File: config.mk
export PLATFORM = sky130hd
export DESIGN_NAME = tcp_channel_enpol
export DESIGN_NICKNAME = d
export VERILOG_FILES = /design/src/include/tcp_pkg.sv /design/src/hw/tcp_channel_enpol.sv
export SDC_FILE = /design/constraint.sdc
export NUM_CORES = 1
export LEC_CHECK = 0
export CAP_MARGIN = 10
export CELL_PAD_IN_SITES_DETAIL_PLACEMENT = 1
export CELL_PAD_IN_SITES_GLOBAL_PLACEMENT = 2
export CORE_MARGIN = 2
export CORE_UTILIZATION = 42
export DETAILED_ROUTE_END_ITERATION = 10
export DONT_BUFFER_PORTS = 1
export PLACE_DENSITY_LB_ADDON = 0.1
export SLEW_MARGIN = 20
export SYNTH_ARGS = -nofsm -noshare
export SYNTH_HDL_FRONTEND = slang
export SYNTH_SLANG_ARGS = --single-unit
File: constraint.sdc
create_clock -name hclk -period 7.05 [get_ports hclk]
set_clock_uncertainty 0.05 [all_clocks]
set_input_delay 0.705 -clock hclk [delete_from_list [all_inputs] [get_ports hclk]]
set_output_delay 0.705 -clock hclk [all_outputs]
set_load 0.02 [all_outputs]
File: src/include/tcp_pkg.sv
// Package for the channel enable and polarity slice of the advanced timer.
// Assumes a single AHB-Lite master and 32-bit word access only.
package tcp_pkg;

    localparam int          NUM_CH         = 4;        // Capture/compare channels
    localparam int          NUM_COMPL      = 3;        // Channels with a complementary pin
    localparam int          CLK_HZ         = 40000000; // Kernel clock rate

    // Register byte offsets
    localparam logic [11:0] ADDR_ENPOL     = 12'h000;  // channel_enable_polarity_reg
    localparam logic [11:0] ADDR_CONFIG    = 12'h004;  // Preload, lock, mode controls
    localparam logic [11:0] ADDR_STATUS    = 12'h008;  // Live pin and input state

    // Reset values
    localparam logic [15:0] ENPOL_RESET    = 16'h0000;
    localparam logic [7:0]  CONFIG_RESET   = 8'h00;

    // Field positions inside channel_enable_polarity_reg
    localparam int          CH_FIELD_W     = 4;        // Bits per channel slice
    localparam int          POS_OUT_EN     = 0;        // Main output enable
    localparam int          POS_POL        = 1;        // Main polarity
    localparam int          POS_COMPL_EN   = 2;        // Complementary output enable
    localparam int          POS_COMPL_POL  = 3;        // Complementary polarity
    localparam logic [15:0] ENPOL_WMASK    = 16'h3FFF; // Bits 15:14 reserved

    // Field positions inside the configuration register
    localparam int          POS_PRELOAD    = 0;
    localparam int          POS_LOCK_LO    = 1;
    localparam int          POS_MODE_LO    = 3;
    localparam int          POS_ENCODER    = 7;

    // Lock levels that freeze the complementary polarity bits
    localparam logic [1:0]  LOCK_LEVEL_2   = 2'h2;
    localparam logic [1:0]  LOCK_LEVEL_3   = 2'h3;

    // Input polarity pair encodings {compl_polarity, main_polarity}
    localparam logic [1:0]  PAIR_RISE      = 2'h0;
    localparam logic [1:0]  PAIR_FALL      = 2'h1;
    localparam logic [1:0]  PAIR_BOTH      = 2'h3;

    // AHB encodings
    localparam logic [1:0]  HTRANS_NONSEQ  = 2'h2;

    // Bus slave states, one-hot
    typedef enum logic [1:0] {
        TCP_BUS_IDLE   = 2'b01,
        TCP_BUS_RDWAIT = 2'b10
    } tcp_bus_e;

    // Configuration register fields
    typedef struct packed {
        logic                encoder_mode;            // Encoder interface active
        logic [NUM_CH-1:0]   ch_input_mode;           // 1 = channel is an input
        logic [1:0]          lock_level;              // Protection level
        logic                control_bits_preload_en; // Preload on commutation
    } tcp_config_s;

    // Latched AHB address phase
    typedef struct packed {
        logic                valid;
        logic                write;
        logic [11:0]         addr;
    } tcp_addr_phase_s;

endpackage

File: src/hw/tcp_channel_enpol.sv
// Channel output enable and polarity control slice with AHB-Lite registers.
// Assumes reference signals from compare logic and filtered channel inputs
// that are already synchronous to hclk; commutation arrives as a pulse.
//
// Functional notes
// - Main polarity 0 active high, 1 low
// - Input pair 00 rising, 01 inverted falling
// - Pair 11 both edges, not in encoder
// - Bit 2 enables channel 1 complementary output
// - Bit 3 sets complementary active level
// - Input mode: complementary bit joins edge selection
// - Preloaded complementary polarity applies on commutation
// - Lock level 2 or 3 freezes complementary polarity
// - Channel 2 fields in bits 4 to 7
// - Channel 3 fields in bits 8 to 11
// - Channel 4 only enable and polarity
// - Bits 15 to 14 read zero
module tcp_channel_enpol
    import tcp_pkg::*;
#(
    parameter int CHANNELS = NUM_CH,      // Total channels
    parameter int COMPLS   = NUM_COMPL    // Channels with complementary pin
) (
    input  wire logic                  hclk,
    input  wire logic                  hresetn,
    input  wire logic                  hsel,
    input  wire logic [31:0]           haddr,
    input  wire logic [1:0]            htrans,
    input  wire logic                  hwrite,
    input  wire logic [2:0]            hsize,
    input  wire logic [31:0]           hwdata,
    input  wire logic                  hready,
    output logic                       hreadyout,
    output logic [31:0]                hrdata,
    output logic                       hresp,
    input  wire logic [CHANNELS-1:0]   channel_ref,
    input  wire logic [CHANNELS-1:0]   filtered_channel_input,
    input  wire logic                  commutation_event,
    output logic [CHANNELS-1:0]        main_pin,
    output logic [COMPLS-1:0]          complementary_pin,
    output logic [CHANNELS-1:0]        polarized_input,
    output logic [CHANNELS-1:0]        capture_edge
);

    // The register layout fixes four channels, three complementary
    initial begin
        if (CHANNELS != NUM_CH || COMPLS != NUM_COMPL) begin
            $error("tcp_channel_enpol: only 4 channels with 3 complementary are served");
        end
    end

    // Storage overview:
    // - enpol is what software wrote, masked to the used bits
    // - compl_pol_act is the complementary level the pins use
    // - cfg holds preload, lock level, input modes and encoder flag
    // - input_prev keeps one sample of history for edge detection
    // The read of the enable register returns enpol, not the bits
    // in force, so software sees a preloaded value before the
    // commutation pulse applies it. The status word shows the level in force.
    // Nothing here is a counter; every register is a plain level.

    // Register state
    logic [15:0]            enpol;          // Software view of the enable/polarity reg
    logic [COMPLS-1:0]      compl_pol_act;  // Complementary polarity in force
    tcp_config_s            cfg;            // Preload, lock and mode controls
    logic [CHANNELS-1:0]    input_prev;     // Filtered inputs one cycle ago

    // Bus state
    tcp_bus_e               bus_state;
    tcp_addr_phase_s        aph;            // Address phase held for data phase

    // Write strobes decoded from the latched address phase
    logic                   wr_enpol;
    logic                   wr_config;
    logic                   locked;
    logic [15:0]            enpol_wdata;

    // Read mux shared by the data phase
    function automatic logic [31:0] read_mux(input logic [11:0] a,
                                             input logic [15:0] ep,
                                             input tcp_config_s c,
                                             input logic [15:0] st);
        logic [31:0] r;
        r = 32'h0000_0000;
        if (a == ADDR_ENPOL) begin
            r = {16'h0000, ep & ENPOL_WMASK};
        end else if (a == ADDR_CONFIG) begin
            r = {24'h00_0000, c};
        end else if (a == ADDR_STATUS) begin
            r = {16'h0000, st};
        end
        return r;
    endfunction

    // Address phase accepted only when the bus is ready
    wire accept = hsel & hready & (htrans == HTRANS_NONSEQ);

    // Bus timing summary:
    // - write: address edge, then data edge lands the register
    // - read: address edge drops hreadyout for one cycle
    // - read: next edge loads hrdata and raises hreadyout
    // The read wait costs a cycle but lets a write that ends on the
    // same edge as a read address phase show up in the read data.
    // hsize is ignored; part-word writes are not served.
    // A write to an unmapped offset is taken and dropped, OKAY.
    // Any stray state code falls back to idle with the bus ready.

    // Bus sequencing: writes without wait, reads take one wait state so
    // a write just before them is already in the registers
    always_ff @(posedge hclk or negedge hresetn) begin
        if (!hresetn) begin
            bus_state <= TCP_BUS_IDLE;
            aph       <= '0;
            hreadyout <= 1'b1;
        end else begin
            case (bus_state)
                TCP_BUS_IDLE: begin
                    if (accept) begin
                        aph <= '{valid: 1'b1, write: hwrite, addr: haddr[11:0]};
                        if (!hwrite) begin
                            // Insert the wait for the read
                            bus_state <= TCP_BUS_RDWAIT;
                            hreadyout <= 1'b0;
                        end
                    end else begin
                        aph.valid <= 1'b0;
                    end
                end
                TCP_BUS_RDWAIT: begin
                    // Data latched this edge, release the bus
                    bus_state <= TCP_BUS_IDLE;
                    hreadyout <= 1'b1;
                    aph.valid <= 1'b0;
                end
                default: begin
                    bus_state <= TCP_BUS_IDLE;
                    hreadyout <= 1'b1;
                end
            endcase
        end
    end

    // Response is always OKAY
    always_ff @(posedge hclk or negedge hresetn) begin
        if (!hresetn) begin
            hresp <= 1'b0;
        end else begin
            hresp <= 1'b0;
        end
    end

    // Read data captured at the end of the wait state
    always_ff @(posedge hclk or negedge hresetn) begin
        if (!hresetn) begin
            hrdata <= 32'h0000_0000;
        end else if (bus_state == TCP_BUS_RDWAIT) begin
            hrdata <= read_mux(aph.addr, enpol, cfg,
                               {1'b0, compl_pol_act, 1'b0, complementary_pin,
                                main_pin, polarized_input});
        end
    end

    // Write strobes come from the latched address phase, so they
    // line up with hwdata in the data phase.
    // Lock level 2 or 3 freezes only the complementary polarity
    // bits; enables and main polarity stay writable.
    // The lock level itself stays writable, so software can drop
    // the protection again; a stronger scheme would need a
    // write-once latch, which this slice does not model.

    // Write decode; only whole words are expected, so hsize is not checked
    assign wr_enpol  = aph.valid & aph.write & (aph.addr == ADDR_ENPOL);
    assign wr_config = aph.valid & aph.write & (aph.addr == ADDR_CONFIG);
    assign locked    = (cfg.lock_level == LOCK_LEVEL_2) |
                       (cfg.lock_level == LOCK_LEVEL_3);

    // Merge write data, keeping frozen complementary polarity bits
    always_comb begin
        enpol_wdata = hwdata[15:0] & ENPOL_WMASK;
        for (int c = 0; c < COMPLS; c++) begin
            if (locked) begin
                // Locked writes leave the old value standing
                enpol_wdata[c*CH_FIELD_W+POS_COMPL_POL] =
                    enpol[c*CH_FIELD_W+POS_COMPL_POL];
            end
        end
    end

    // Software view of channel fields: channels 1-3 take four bits each,
    // channel 4 only two, the top two are reserved
    always_ff @(posedge hclk or negedge hresetn) begin
        if (!hresetn) begin
            enpol <= ENPOL_RESET;
        end else if (wr_enpol) begin
            enpol <= enpol_wdata;
        end
    end

    // Configuration register
    always_ff @(posedge hclk or negedge hresetn) begin
        if (!hresetn) begin
            cfg <= CONFIG_RESET;
        end else if (wr_config) begin
            cfg <= hwdata[7:0];
        end
    end

    // Preload handling:
    // - preload off: level follows the register on every write
    // - preload on: level copies the register at the pulse only
    // Several writes between two pulses collapse into the last
    // one; only the value standing at the pulse is applied.
    // A locked write keeps the old bit in enpol, so a later pulse
    // cannot sneak a refused value in through the preload path.
    // Main polarity and enables have no preload; they act at once.
    // Channel 4 has no complementary bit and is not in this loop.

    // Complementary polarity in force: immediate, or held until the
    // commutation event when preload is on
    generate
        for (genvar c = 0; c < COMPLS; c++) begin : g_compl_pol
            always_ff @(posedge hclk or negedge hresetn) begin
                if (!hresetn) begin
                    compl_pol_act[c] <= ENPOL_RESET[c*CH_FIELD_W+POS_COMPL_POL];
                end else if (cfg.control_bits_preload_en) begin
                    if (commutation_event) begin
                        // Picks up any value written before the event
                        compl_pol_act[c] <= enpol[c*CH_FIELD_W+POS_COMPL_POL];
                    end
                end else if (wr_enpol) begin
                    compl_pol_act[c] <= enpol_wdata[c*CH_FIELD_W+POS_COMPL_POL];
                end else begin
                    compl_pol_act[c] <= enpol[c*CH_FIELD_W+POS_COMPL_POL];
                end
            end
        end
    endgenerate

    // Edge detection compares this sample with the last one.
    // History resets low, the same as the partner's idle level,
    // so no false rising edge follows reset.
    // Inputs are taken as already synchronous; an asynchronous
    // source needs its own two-stage synchroniser ahead of this.
    // A pulse shorter than one clock period may be missed.

    // Edge history of the filtered inputs
    always_ff @(posedge hclk or negedge hresetn) begin
        if (!hresetn) begin
            input_prev <= '0;
        end else begin
            input_prev <= filtered_channel_input;
        end
    end

    // Per channel:
    // - output mode: pin = reference xor active-low flag
    // - disabled or input: pin rests at its inactive level
    // - input mode: polarity pair picks inversion and edge
    // Pair 10 is unused and treated as rising, uninverted.
    // Pair 11 is uninverted and both-edge, except in encoder mode
    // where it falls back to rising to avoid double counting.
    // capture_edge is a one-cycle pulse, only for input channels.
    // The main pin idles at its polarity level, not at zero, so a
    // low-active driver sees its off level as soon as it is set.

    // Per-channel pins, input polarity and capture edge
    generate
        for (genvar c = 0; c < CHANNELS; c++) begin : g_chan
            logic       en_main;   // Main output enable
            logic       pol_main;  // Main active level
            logic [1:0] pair;      // {compl, main} polarity pair
            logic       rise;
            logic       fall;
            logic       hit;

            assign en_main  = enpol[c*CH_FIELD_W+POS_OUT_EN];
            assign pol_main = enpol[c*CH_FIELD_W+POS_POL];
            assign rise     = filtered_channel_input[c] & ~input_prev[c];
            assign fall     = ~filtered_channel_input[c] & input_prev[c];

            if (c < COMPLS) begin : g_pair
                // Complementary bit takes part in input edge choice
                assign pair = {compl_pol_act[c], pol_main};
            end else begin : g_pair4
                // Channel 4 has no complementary bit
                assign pair = {1'b0, pol_main};
            end

            // Edge select; both edges refused in encoder mode, falls back
            // to rising so the counter never double counts
            always_comb begin
                case (pair)
                    PAIR_FALL: hit = fall;
                    PAIR_BOTH: hit = cfg.encoder_mode ? rise : (rise | fall);
                    default:   hit = rise;
                endcase
            end

            // Inverted only for the 01 pair
            always_ff @(posedge hclk or negedge hresetn) begin
                if (!hresetn) begin
                    polarized_input[c] <= 1'b0;
                    capture_edge[c]    <= 1'b0;
                end else begin
                    polarized_input[c] <= filtered_channel_input[c] ^
                                          (pair == PAIR_FALL);
                    capture_edge[c]    <= cfg.ch_input_mode[c] & hit;
                end
            end

            // Main pin: reference through polarity, idle at inactive level
            always_ff @(posedge hclk or negedge hresetn) begin
                if (!hresetn) begin
                    main_pin[c] <= 1'b0;
                end else if (en_main && !cfg.ch_input_mode[c]) begin
                    main_pin[c] <= channel_ref[c] ^ pol_main;
                end else begin
                    main_pin[c] <= pol_main;
                end
            end

            if (c < COMPLS) begin : g_compl
                // Complementary pin carries the inverted reference
                always_ff @(posedge hclk or negedge hresetn) begin
                    if (!hresetn) begin
                        complementary_pin[c] <= 1'b0;
                    end else if (enpol[c*CH_FIELD_W+POS_COMPL_EN] &&
                                 !cfg.ch_input_mode[c]) begin
                        complementary_pin[c] <= ~channel_ref[c] ^
                                                compl_pol_act[c];
                    end else begin
                        complementary_pin[c] <= compl_pol_act[c];
                    end
                end
            end
        end
    endgenerate

    // Latency summary for users of this slice:
    // - pins follow channel_ref one edge later
    // - pins follow a register write one edge after it lands
    // - capture_edge pulses one edge after the input change is seen
    // - preloaded complementary level moves at the pulse edge,
    //   and the complementary pin one edge after that
    // No output is combinational; all come straight from flops.
    // Reset drives every pin low regardless of polarity settings.

endmodule

==> impl_metrics.yaml <==
sta:
  tightest_slew_ns: 0.6593
  fin_crit_ns: 2.619
  finalHoldViolCount: 0
  grt_setup_unrepaired: "false"
  hold_slack_ns: 0.1469
  drv_slew: 0
  max_slew_margin_pct: 56.05
  fmax_ghz: 0.3818
  setup_violations: 0
  fin_setup_tns_ns: 0
  finalCritPeriodShare_pct: 37.15
hold_path:
  min_path_type: "in2async"
power_and_ir_drop:
  pwr_density_cell_mw_per_mm2: 298.3
  p_leak_nw: 1.725
  ir_worst_vdd_mv: 0.1404
routing:
  drtIter0Drc: 71
  routedWlPerCell_um: 19.48
  avgViaCountPerCell: 5.317
  remaining_drc_errors: 0
  final_antenna_net_count: 0
  routed_wl_mm: 7.987
  vias: 2180
  first_pass_iters: 4
layout:
  drive_gt1_share_pct: 22.30
  num-nets-final: 392
  final_area_mm2: 0.003760
  final_cells: 410
  areaGrowthSynthToFinish_pct: 8.133
  diodes: 0
  final_cell_mix: "dfrtp_1 (74), mux2_2 (30), inv_1 (21), conb_1 (18)"
  layout_commonest_cell: "dfrtp_1"
placed_design:
  placed_area_mm2: 0.003538
  dp_cells: 394
  portBuffers: 0
  dp_hpwl_mm: 5.584
  gp_congestion: 0.7202
synth:
  syn_area_mm2: 0.003477
  synthTopCellsByArea: "dfrtp_1 (53%), mux2_2 (9.7%), buf_4 (4.1%), ha_1 (2.9%), inv_1 (2.3%)"
  ys.flop_type: "dfrtp_1"
  synth_cells: 294
  ys_seq_elements: 75
  yosysUniqueCellTypes: 43
  synth_top_cell_by_area: "dfrtp_1"
  synth_edf_count: 0
  async_flop_share_pct: 100.0
  yosysTopAreaCellShare_pct: 53.26
  syn_area_per_cell_um2: 11.83
  yosysWarnings: 0
  yosysSeqAreaShare_pct: 54.01
global_routing:
  grt_pass1_vias: 2263
  overflow: 0
  grt_pass1_wl_mm: 12.55
  antenna_found_initial: 0
  gr-usage-all-layers_pct: 19.13
  grt_start_max_net_pins: 75
critical_path:
  critical_path_arrival_ns: 2.80
  worst-setup-path-type: "reg2reg"
  critical_path_required_ns: 7.23
  crit_path_start_kind: "flop"
  crit-reg2reg-launch: "aph[7]$_DFFE_PN0P_"
  critPathLaunch: "aph[7]$_DFFE_PN0P_"
  worst_setup_path_end_kind: "flop"
  cp_max_fo: 8
die:
  die_area_mm2: 0.009022
  boundaryPins: 132
  start_util_pct: 42.75
  chipHeight_um: 94.99
  row_count: 33
  core_mm2: 0.008134
  die_w_um: 94.99
clock_tree:
  cts.repair.resized: 0
  root_buffer: "clkbuf_8"
  cts_buffer_depth: 2
  clock_latency_ns: 0.34
  cts-buffers-inserted: 9
  clk_pin_slew_ns: 0.07
  cts_tree: "yes"
  h-tree-depth: 3
  cts_sinks: 75
outcome:
  outcome: "complete, no violations"
flow_run:
  drv_cap: 0
sequential cells by signal (all words and copies together) (netlist names), 4 cells and up:
register and count:
aph 14, enpol 14, main_pin 4, input_prev 4, cfg 8, hrdata 15
polarized_input 4, capture_edge 4
final cells by class:
class | count | area (µm²)
Clock inverter | 2 | 35.03
Timing Repair Buffer | 5 | 57.56
Fill cell | 881 | 4374
Clock buffer | 13 | 158.9
Inverter | 22 | 82.58
Tap cell | 105 | 131.4
Multi-Input combinational cell | 188 | 1416
Sequential cell | 75 | 1878
cells by family (layout without fill, tap and decap cells):
family                     after synthesis  count (layout)  share of synthesized area, %
AOI/OAI and AO/OA                       48              48                         10.51
xor gates and xnor gates                11              11                         2.771
adders and majority gates                8               8                         2.879
buffers and inverters                   48              42                         7.269
DFF                                     75              75                         54.01
muxes                                   30              30                         9.716
other                                    1              18                        0.1078
and+or+nand+nor                         73              73                         12.74
critical path, stage by stage, from the launching register on:
cell and delay [ns]:
dfrtp_1 0.39, or4_1 0.61, or4_4 0.51, nor3_2 0.34
buf_4 0.25, mux2_2 0.34
where the power goes:
part	internal, W	switching, W	total, W
sequential	0.000509	0.000111	0.000619
clock	0.000181	0.000151	0.000332
combinational	0.0000838	0.0000867	0.000171
total	0.000773	0.000348	0.00112
repair_timing:
action,4_1_cts,5_1_grt
hold buffers,1,0
hold endpoints to repair,74,0
setup buffers,0,0
metrics by stage:
| step | util [%] | setup slack (ns) | power (W) |
|---|---|---|---|
| 6_report | 46.22 | 4.431 | 0.001122 |
| 3_3_place_gp | 43.50 | 4.420 | 0.0007842 |
| 5_1_grt | 46.22 | 4.358 | 0.001189 |
| 4_1_cts | 46.22 | 4.413 | 0.001135 |
| 3_5_place_dp | 43.50 | 4.435 | 0.0007922 |
| 2_1_floorplan | - | 4.782 | 0.0007476 |
worst paths after layout:
check | to | slack [ns] | cells past startpoint
worst max-delay path | enpol[5]$_DFFE_PN0N_ | 4.43 | 5
worst min-delay path | bus_state[0]$_DFFE_PN1P_ | 0.15 | 0
worst max register to register | enpol[5]$_DFFE_PN0N_ | 4.43 | 5
worst min register to register | capture_edge[2]$_DFF_PN0_ | 0.44 | 1
max in group asynchronous | enpol[3]$_DFFE_PN0N_ | 6.46 | 1
min in group hclk | input_prev[1]$_DFF_PN0_ | 0.33 | 0
cells in the mapped netlist (5+ instances only):
cell      instances
a221oi_1          8
buf_4            19
dfrtp_1          74
ha_1              8
inv_1            21
mux2_2           30
nand2_1           9
nand2b_1         12
nand3_1          13
nand3b_1          5
nor2_1           14
o21ai_0          14
o221ai_2          5
o22ai_1           9
xnor2_1           7
routing by layer:
| layer | GRT usage (%) | wire length [µm] | vias up |
|---|---|---|---|
| met5 | 0 | 0 | - |
| met4 | 7.609 | 134 | 0 |
| met3 | 5.587 | 531 | 10 |
| met2 | 27.72 | 3569 | 65 |
| met1 | 26.89 | 3751 | 1091 |
| li1 | - | - | 1014 |
(Power assumes the default switching activity.)
